`config.mk`:
```
export PLATFORM = sky130hd
export DESIGN_NAME = pseirq_event_logic
export DESIGN_NICKNAME = d
export VERILOG_FILES = /design/src/verilog/pseirq_pkg.sv /design/src/verilog/pseirq_event_logic.sv
export VERILOG_INCLUDE_DIRS = /design/src /design/src/verilog
export SDC_FILE = /design/constraint.sdc
export NUM_CORES = 1
export LEC_CHECK = 0
export BUFFER_PORTS_ARGS = -buffer_cell sky130_fd_sc_hd__buf_2
export CAP_MARGIN = 10
export CORE_MARGIN = 5
export CORE_UTILIZATION = 47
export CTS_BUF_LIST = sky130_fd_sc_hd__clkbuf_8
export CTS_CLUSTER_DIAMETER = 60
export DETAILED_ROUTE_END_ITERATION = 12
export GPL_ROUTABILITY_DRIVEN = 0
export PLACE_DENSITY = 0.81
export SYNTH_ARGS = -nofsm -noshare
export SYNTH_HDL_FRONTEND = slang
export SYNTH_SLANG_ARGS = --single-unit
```
`constraint.sdc`:
```
create_clock -name ref_clk -period 1.9 [get_ports ref_clk]
set_input_delay 0.38 -clock ref_clk [delete_from_list [all_inputs] [get_ports ref_clk]]
set_output_delay 0.38 -clock ref_clk [all_outputs]
set_load 0.05 [all_outputs]
```
`src/verilog/pseirq_defs.svh`:
```
// Purpose: constants of the event and interrupt logic
// Assumes: command codes are eight bits wide
// Notes: definitions only
`ifndef PSEIRQ_DEFS_SVH
`define PSEIRQ_DEFS_SVH

// ==========================================================
// command codes
`define PSEIRQ_CMD_SUMMARY 8'h00
`define PSEIRQ_CMD_MASK 8'h01
`define PSEIRQ_CMD_PWR 8'h02
`define PSEIRQ_CMD_PWR_CLR 8'h03
`define PSEIRQ_CMD_DISC 8'h04
`define PSEIRQ_CMD_DISC_CLR 8'h05

// ==========================================================
// summary and mask bit positions
`define PSEIRQ_BIT_SUPPLY 7
`define PSEIRQ_BIT_START 6
`define PSEIRQ_BIT_OVERLOAD 5
`define PSEIRQ_BIT_CLASSIFY 4
`define PSEIRQ_BIT_DETECT 3
`define PSEIRQ_BIT_DISCONNECT 2
`define PSEIRQ_BIT_POWER_GOOD 1
`define PSEIRQ_BIT_POWER_ENABLE 0

// ==========================================================
// event register field positions (upper and lower nibble)
`define PSEIRQ_HI_LSB 4
`define PSEIRQ_LO_LSB 0

// ==========================================================
// reset values
`define PSEIRQ_MASK_RST 8'h80
`define PSEIRQ_EVENT_RST 8'h00
`define PSEIRQ_NIBBLE_RST 4'h0

`endif

```
`src/verilog/pseirq_pkg.sv`:
```
// Purpose: types of the event and interrupt logic
// Assumes: four channels, paired 1-2 and 3-4 into ports
// Notes: state is one packed struct
package pseirq_pkg;

   // =======================================================
   // per-channel status inputs, one bit per channel
   typedef struct packed {
      logic [3:0] power_enable_chg;
      logic [3:0] power_good_chg;
      logic [3:0] detect_done;
      logic [3:0] detect_result_chg;
      logic [3:0] classify_done;
      logic [3:0] class_result_chg;
      logic [3:0] chan_off;
   } pseirq_chan_t;

   // =======================================================
   // host command port
   typedef struct packed {
      logic valid;
      logic write;
      logic [7:0] code;
      logic [7:0] wdata;
   } pseirq_cmd_t;

   // =======================================================
   // complete register state
   typedef struct packed {
      logic [7:0] interrupt_event_mask;
      logic [7:0] power_change_events;
      logic [7:0] discovery_events;
      logic [3:0] pg_pending;
      logic [7:0] rd_data;
      logic rd_valid;
      logic irq_n;
   } pseirq_state_t;

endpackage : pseirq_pkg

```
`src/verilog/pseirq_event_logic.sv`:
```
// Purpose: per-channel event flags, summary and interrupt pin
// Assumes: all inputs except nrst synchronous to ref_clk
// Notes: the general mask bits and the other summary sources
//        arrive as plain inputs
//
// Contract
// - power-enable summary is OR of channel flags
// - mask register read/write, zero blocks interrupt
// - summary bits track events regardless of mask
// - interrupt also needs global enable set
// - mask layout; only supply mask resets high
// - power events: plain read, clearing read
// - power-good upper nibble, enable lower nibble
// - clearing read clears every register bit
// - clearing read releases interrupt it caused
// - any event bit sets its summary bit
// - one bit per channel, active high
// - four-pair enable flags stay per channel
// - single-signature four-pair power-good waits both channels
// - dual-signature flags set per channel
// - discovery events: two codes, cleared on off
// - upper discovery nibble: classification or change
// - lower discovery nibble: detection or change
// - summary clears by source read or reset
`timescale 1ns/1ns
`include "pseirq_defs.svh"

module pseirq_event_logic
   import pseirq_pkg::*;
(
   // clock and reset
   input wire logic ref_clk,
   input wire logic nrst,
   // channel status from the port state machines
   input wire pseirq_chan_t chan_status,
   // port wiring: index 0 is channels 1-2, index 1 is 3-4
   input wire logic [1:0] port_four_pair,
   input wire logic [1:0] port_single_sig,
   // general mask bits held elsewhere
   input wire logic global_irq_enable,
   input wire logic class_change_only_en,
   input wire logic detect_change_only_en,
   // summary clear from bit 7 of the reset register
   input wire logic summary_clear_all,
   // summary sources kept outside this block
   input wire logic supply_fault_any,
   input wire logic start_fault_any,
   input wire logic overload_fault_any,
   input wire logic disconnect_any,
   // host command port
   input wire pseirq_cmd_t cmd,
   output logic [7:0] rd_data,
   output logic rd_valid,
   // interrupt pin, active low
   output logic irq_n
);

   // ========================================================
   // state
   localparam pseirq_state_t RST_STATE = '{
      interrupt_event_mask: `PSEIRQ_MASK_RST,
      power_change_events: `PSEIRQ_EVENT_RST,
      discovery_events: `PSEIRQ_EVENT_RST,
      pg_pending: `PSEIRQ_NIBBLE_RST,
      rd_data: `PSEIRQ_EVENT_RST,
      rd_valid: 1'b0,
      irq_n: 1'b1
   };

   pseirq_state_t s_q;
   pseirq_state_t s_d;

   // ========================================================
   // combinational helpers
   logic [3:0] pe_set;
   logic [3:0] pg_set;
   logic [3:0] det_set;
   logic [3:0] cls_set;
   logic [3:0] pend_next;
   logic [7:0] summary_q;
   logic [7:0] summary_d;
   logic rd_cmd;
   logic wr_cmd;

   // summary from the event state; used for reads
   function automatic logic [7:0] make_summary(
      input logic [7:0] pwr,
      input logic [7:0] disc
   );
      logic [7:0] v;
      v = '0;
      v[`PSEIRQ_BIT_SUPPLY] = supply_fault_any;
      v[`PSEIRQ_BIT_START] = start_fault_any;
      v[`PSEIRQ_BIT_OVERLOAD] = overload_fault_any;
      v[`PSEIRQ_BIT_DISCONNECT] = disconnect_any;
      v[`PSEIRQ_BIT_CLASSIFY] = |disc[`PSEIRQ_HI_LSB +: 4];
      v[`PSEIRQ_BIT_DETECT] = |disc[`PSEIRQ_LO_LSB +: 4];
      v[`PSEIRQ_BIT_POWER_GOOD] = |pwr[`PSEIRQ_HI_LSB +: 4];
      v[`PSEIRQ_BIT_POWER_ENABLE] = |pwr[`PSEIRQ_LO_LSB +: 4];
      return v;
   endfunction : make_summary

   always_comb
   begin
      s_d = s_q;
      rd_cmd = cmd.valid && !cmd.write;
      wr_cmd = cmd.valid && cmd.write;

      // ------------------------------------------------------
      // per-channel set terms, one bit per channel
      // enable-change flags are always per channel, even
      // on four-pair ports of either signature type
      pe_set = chan_status.power_enable_chg;

      // classification: cycle done or class change
      if (class_change_only_en)
      begin
         cls_set = chan_status.class_result_chg;
      end
      else
      begin
         cls_set = chan_status.classify_done;
      end

      // detection: cycle done or result change
      if (detect_change_only_en)
      begin
         det_set = chan_status.detect_result_chg;
      end
      else
      begin
         det_set = chan_status.detect_done;
      end

      // ------------------------------------------------------
      // power-good: a single-signature four-pair port holds
      // each channel's change until its partner has changed
      // too, then flags both at once so the host sees one
      // interrupt instead of two in quick succession
      pg_set = '0;
      pend_next = s_q.pg_pending;
      for (int p = 0; p < 2; p++)
      begin
         if (port_four_pair[p] && port_single_sig[p])
         begin
            pend_next[2*p] = s_q.pg_pending[2*p]
               | chan_status.power_good_chg[2*p];
            pend_next[2*p+1] = s_q.pg_pending[2*p+1]
               | chan_status.power_good_chg[2*p+1];
            if (pend_next[2*p] && pend_next[2*p+1])
            begin
               pg_set[2*p] = 1'b1;
               pg_set[2*p+1] = 1'b1;
               pend_next[2*p] = 1'b0;
               pend_next[2*p+1] = 1'b0;
            end
         end
         else
         begin
            // dual signature or two-pair: flag as it happens
            pg_set[2*p] = chan_status.power_good_chg[2*p];
            pg_set[2*p+1] =
               chan_status.power_good_chg[2*p+1];
            pend_next[2*p] = 1'b0;
            pend_next[2*p+1] = 1'b0;
         end
      end
      s_d.pg_pending = pend_next;

      // ------------------------------------------------------
      // read data is the value before any clear
      s_d.rd_valid = rd_cmd;
      if (rd_cmd)
      begin
         summary_q = make_summary(s_q.power_change_events,
            s_q.discovery_events);
         unique case (cmd.code)
            `PSEIRQ_CMD_SUMMARY:
               s_d.rd_data = summary_q;
            `PSEIRQ_CMD_MASK:
               s_d.rd_data = s_q.interrupt_event_mask;
            `PSEIRQ_CMD_PWR, `PSEIRQ_CMD_PWR_CLR:
               s_d.rd_data = s_q.power_change_events;
            `PSEIRQ_CMD_DISC, `PSEIRQ_CMD_DISC_CLR:
               s_d.rd_data = s_q.discovery_events;
            default:
               s_d.rd_data = `PSEIRQ_EVENT_RST;
         endcase
      end
      else
      begin
         summary_q = '0;
      end

      // ------------------------------------------------------
      // mask register; writes elsewhere are ignored
      if (wr_cmd && cmd.code == `PSEIRQ_CMD_MASK)
      begin
         s_d.interrupt_event_mask = cmd.wdata;
      end

      // ------------------------------------------------------
      // power events: a clearing read or the summary clear
      // wipes the whole register, but a change arriving in
      // the same cycle still lands
      if ((rd_cmd && cmd.code == `PSEIRQ_CMD_PWR_CLR)
         || summary_clear_all)
      begin
         s_d.power_change_events = `PSEIRQ_EVENT_RST;
      end
      s_d.power_change_events[`PSEIRQ_HI_LSB +: 4] =
         s_d.power_change_events[`PSEIRQ_HI_LSB +: 4]
         | pg_set;
      s_d.power_change_events[`PSEIRQ_LO_LSB +: 4] =
         s_d.power_change_events[`PSEIRQ_LO_LSB +: 4]
         | pe_set;

      // ------------------------------------------------------
      // discovery events: also dropped per channel when the
      // channel is turned off
      if ((rd_cmd && cmd.code == `PSEIRQ_CMD_DISC_CLR)
         || summary_clear_all)
      begin
         s_d.discovery_events = `PSEIRQ_EVENT_RST;
      end
      s_d.discovery_events[`PSEIRQ_HI_LSB +: 4] =
         (s_d.discovery_events[`PSEIRQ_HI_LSB +: 4]
         & ~chan_status.chan_off) | cls_set;
      s_d.discovery_events[`PSEIRQ_LO_LSB +: 4] =
         (s_d.discovery_events[`PSEIRQ_LO_LSB +: 4]
         & ~chan_status.chan_off) | det_set;

      // ------------------------------------------------------
      // pin follows the next summary so that a clearing
      // read releases it on the same edge as the clear;
      // the summary itself ignores the mask
      summary_d = make_summary(s_d.power_change_events,
         s_d.discovery_events);
      s_d.irq_n = !(global_irq_enable
         && |(summary_d & s_d.interrupt_event_mask));
   end

   // ========================================================
   // the only register process
   always_ff @(posedge ref_clk or negedge nrst)
   begin
      if (!nrst)
      begin
         s_q <= RST_STATE;
      end
      else
      begin
         s_q <= s_d;
      end
   end

   // ========================================================
   // outputs straight from the state flops
   assign rd_data = s_q.rd_data;
   assign rd_valid = s_q.rd_valid;
   assign irq_n = s_q.irq_n;

endmodule : pseirq_event_logic

```
---- Yosys cells after proc, flatten, opt, wreduce, memory -nomap -nowiden ----
Cells that the tools add are included.
storage, ports and cells
  flip-flop bits (word level) ............. 38
  bits of input ports ..................... 60
  output and inout port bits .............. 10
  word-level logic and storage cells ...... 64
cells by class
  equality and inequality tests ........... 5
  mux-type cells .......................... 14
  bitwise gates (word level) .............. 12
  reduce and logical (&&, ||, !) cells .... 26
operators with widths
  kind                count
  $pmux 8 s4          1
  $reduce_or 4->1     8
  $mux 8              3
  $eq 8x2->1 const B  2
  $eq 8x3->1 const B  2
  $mux 2              8
  $or 4x4->4          4
  $logic_and 1x1->1   10
  $and 4x4->4         2
  $and 8x8->8         1
  $eq 8x1->1 const B  1
  $logic_not 8->1     1
  $mux 4              2
  $reduce_or 8->1     1
  $not 4->4           1
  $or 1x1->1          4
  $reduce_or 2->1     2
  $logic_not 1->1     2
  $logic_or 1x1->1    2

---- Depth between registers and ports, before layout ----
  word-level depth ........................ 12
  gate-level depth with buffers ........... 8
  depth with buffers taken out ............ 6

---- Worst setup path after synthesis ----
OpenSTA, ideal clock, no wires.
  path type ............................... input-to-reg
  start point ............................. in cmd[9] (netlist bit)
  end point ............................... reg s_q (netlist bit irq_n)
  setup time .............................. 0.072 ns
  arrival time ............................ 2.216 ns
  data required time ...................... 1.828 ns
  path slack .............................. -0.387 ns
  stages .................................. 8
  path buffers ............................ 2
  cell sequence ........................... buf_4 > nor4_1 > and4_2 > buf_4 > mux2_2 > a22o_1 > a221o_1 > o21ai_1
RTL lines
  element               line                       RTL
  start, declared       pseirq_event_logic.sv:51   input wire pseirq_cmd_t cmd,
  end signal, assigned  pseirq_event_logic.sv:249  s_q <= RST_STATE;
  end signal, assigned  pseirq_event_logic.sv:253  s_q <= s_d;
  end, declared         pseirq_event_logic.sv:70   pseirq_state_t s_q;

==> results.toml <==
[clock_tree]
cts.clk_slew.worst_paths_ns = 0.07
worst_skew_pair.late_latency_ns = 0.29
post_cts_buffers = 0
clock_tree.root_cell = "sky130_fd_sc_hd__clkbuf_8"
cts.path.max_buffers = 2
number_of_h_tree_levels = 2
tritoncts_clock_tree = "done"
cts_inserted_buffers = 5
clock_sink_count = 38
post_cts_hold_buffer_count = 0

[layout]
growth_of_design_area_from_synthesis_to_finish_pct = 36.1
layout.nets = 355
antenna_cells_inserted = 0
layoutNonFillerInstCount = 348
leading_cell_types_in_the_layout_fill_and_taps_excluded = "69 x sky130_fd_sc_hd__buf_2, 36 x sky130_fd_sc_hd__dfrtp_1, 35 x sky130_fd_sc_hd__buf_4"
drive_above_1_share_pct = 46.6
fin_area_sq_mm = 0.00280
final_common_cell = "sky130_fd_sc_hd__buf_2"

[yosys]
avgSynthCellArea_sq_um = 10.4
synth_sequential_area_ratio_pct = 46.3
synth-seq-cells = 38
synth.area.top_cells = "sky130_fd_sc_hd__dfrtp_1 44%, sky130_fd_sc_hd__a221o_1 4.9%, sky130_fd_sc_hd__mux2_2 4.4%, sky130_fd_sc_hd__buf_4 4.0%, sky130_fd_sc_hd__a22o_1 3.8%"
syn-instance-count = 199
synth-warning-count = 0
synth.cell_area_sq_mm = 0.00206
synthDistinctLibCells = 44
synth_largest_area_cell = "sky130_fd_sc_hd__dfrtp_1"
share_of_the_synthesized_area_in_the_top_cell_type_pct = 43.7
syn-num-nets = 259

[worst_setup_path]
reg2reg_setup_slack_ns = -0.02
crit_top_cell = "sky130_fd_sc_hd__a221o_1"
crit_type = "reg -> reg"
number_of_gates_on_the_worst_path_with_buffers_counted = 5
worst_path_largest_cell_delay_ns = 0.54
cpMaxStageDelayCell = "sky130_fd_sc_hd__or4_4"
crit_buf_inv = 0
critical_path.endpoint_type = "register"
kind_of_cell_adding_the_most_delay_to_the_critical_path = "compound AO/OA/AOI/OAI gates"
cp.required_ns = 2.12
worstPathMaxFanout = 2
reg2reg_depth = 5
critical_path.cell_chain = "or4_4, a221o_1, a22o_1, a221o_1, o21ai_1"
critical_path_arrival_ns = 2.14
critPathLaunchType = "register"

[global_routing]
groute.usage.overall_pct = 18.3
grt_first_pass_wirelength_microns = 8760
grt_pass1_vias = 1952
number_of_antenna_violations_at_the_first_check_in_global_routing = 0
global_route.overflow_total = 0
grt_max_degree = 21

[sta]
tightestPinTransition_ns = 0.443
finalHoldViolations = 0
period_needed_ns = 1.92
grt_setup_unrepaired = "true"
timing.slew.headroom_pct = 70.4
achievable-frequency_mhz = 520
setup_violations = 1
fin_worst_setup_slack_ns = -0.0217
clock-skew-final_ns = 0.00793
timing_max_transition_violations_final = 0
part_of_the_cycle_the_worst_path_needs_pct = 101

[power_and_ir_drop]
power.switching_w = 0.000457
power.internal_w = 0.00139
switching_share_pct = 24.7
power.share.combinational_pct = 16.8
p_per_area_mw_per_mm2 = 660
seq_power_share_pct = 47.9
vdd_drop_max_mv = 0.607
power.static_leakage_nw = 1.40
p_clk_share_pct = 35.3

[drt]
routed_via_density = 5.66
ant_nets = 0
num_vias = 1970
initialDrtViolationCount = 224
drc = 0
firstDrtPassIters = 6
wl_per_cell_microns = 15.6
route.final.wire_length_microns = 5420

[placement]
detailedPlacementHpwl_microns = 4480
placement.cell_area_sq_mm = 0.00268
numPortBuffers = 69
placedCellCount = 340

[outcome]
outcome = "finished, violations left"
failed_checks = "negative setup slack"

[die]
fp.coreArea_sq_mm = 0.00429
die-height_microns = 76.2
dieArea_sq_mm = 0.00581
std_cell_rows = 24
die_w_microns = 76.2
io_pins = 70
start_util_pct = 48.0

[flow_run]
cap_viol_max_count = 0

[hold_path]
timing.hold.worst.class = "in -> async"
==> cell type report <==
| class | instances | area (sq um) |
|---|---|---|
| Fill cell | 361 | 1490 |
| Clock inverter | 3 | 37.5 |
| Clock buffer | 5 | 68.8 |
| Sequential cell | 38 | 953 |
| Tap cell | 52 | 65.1 |
| Inverter | 5 | 18.8 |
| Timing Repair Buffer | 105 | 628 |
| Multi-Input combinational cell | 140 | 1030 |
==> final timing paths <==
path                                    from    endpoint
max in group asynchronous               nrst     s_q[24]
hold / removal                          nrst     s_q[14]
setup / recovery                     s_q[26]       irq_n
hold reg to reg                   rd_data[3]  rd_data[3]
min in group ref_clk       global_irq_enable       irq_n
setup reg to reg                     s_q[26]       irq_n
==> per-stage QoR <==
| stage | total power, W | setup TNS [ns] | worst slack, ns | utilization [%] | hold WS [ns] |
|---|---|---|---|---|---|
| 6_report | 0.00185 | -0.0217 | -0.0217 | 65.3 | 0.0233 |
| 2_1_floorplan | 0.00102 | -0.0735 | -0.0735 | - | 0.0844 |
| 4_1_cts | 0.00186 | -0.0394 | -0.0394 | 65.0 | 0.0351 |
| 3_5_place_dp | 0.00121 | -0.699 | -0.225 | 62.4 | 0.347 |
| 3_3_place_gp | 0.00120 | -0.361 | -0.203 | 62.4 | 0.342 |
| 5_1_grt | 0.00192 | -0.0915 | -0.0915 | 65.3 | 0.0544 |
==> cell usage after synthesis, drive strengths merged <==
library cell  instances
a22oi                 4
a31o                  2
dfstp                 2
a222oi                6
a41oi                 1
nand3                 2
o21ai                11
a2111oi               1
or4                   3
and3b                 1
nor4                  2
nand2b                1
a22o                  9
nor3b                 1
clkbuf                3
or3                   1
nor2b                11
and4                  1
nand2                19
inv                   5
and2                  2
a21oi                 2
a221o                10
or4b                  2
a211oi                2
a31oi                 3
o22ai                 3
nor3                  5
nor4bb                2
buf                  13
nor2                 13
a41o                  1
and3                  3
o21a                  2
mux2                  8
or2                   1
dfrtp                36
a221oi                1
a21o                  4
==> routing by layer <==
layer | vias to the layer above | global-route usage (%) | wire length [microns]
met5 | - | 0 | 0
met4 | 0 | 6.82 | 115
li1 | 953 | - | -
met3 | 13 | 5.91 | 492
met2 | 92 | 29.1 | 2590
met1 | 912 | 23.2 | 2220
==> registers in the layout, indices dropped and copies added, names as in the netlist <==
| signal | cells |
|---|---|
| rd_valid | 1 |
| rd_data | 8 |
| s_q | 28 |
| irq_n | 1 |
==> power by group through the flow <==
stage	Clock (W)	Sequential, W	Combinational [W]
2_1_floorplan	0	0.000898	0.000119
3_3_place_gp	0	0.000899	0.000301
3_5_place_dp	0	0.000899	0.000307
4_1_cts	0.000663	0.000885	0.000308
5_1_grt	0.000688	0.000891	0.000343
6_report	0.000653	0.000887	0.000310
==> repair_timing <==
action                                  CTS  global route
endpoints found under the setup margin    1             1
cloned                                    0             0
gates resized for setup                   1             2
pin swaps                                 4             1
==> cells by family after synthesis <==
family | count (synthesis) | synth area share, %
and+or+nand+nor | 70 | 18.9
AOI/OAI and AO/OA | 62 | 24.5
DFF | 38 | 46.3
buffers and inverters | 21 | 5.89
muxes | 8 | 4.37
Power figures use the tool's default switching activity.
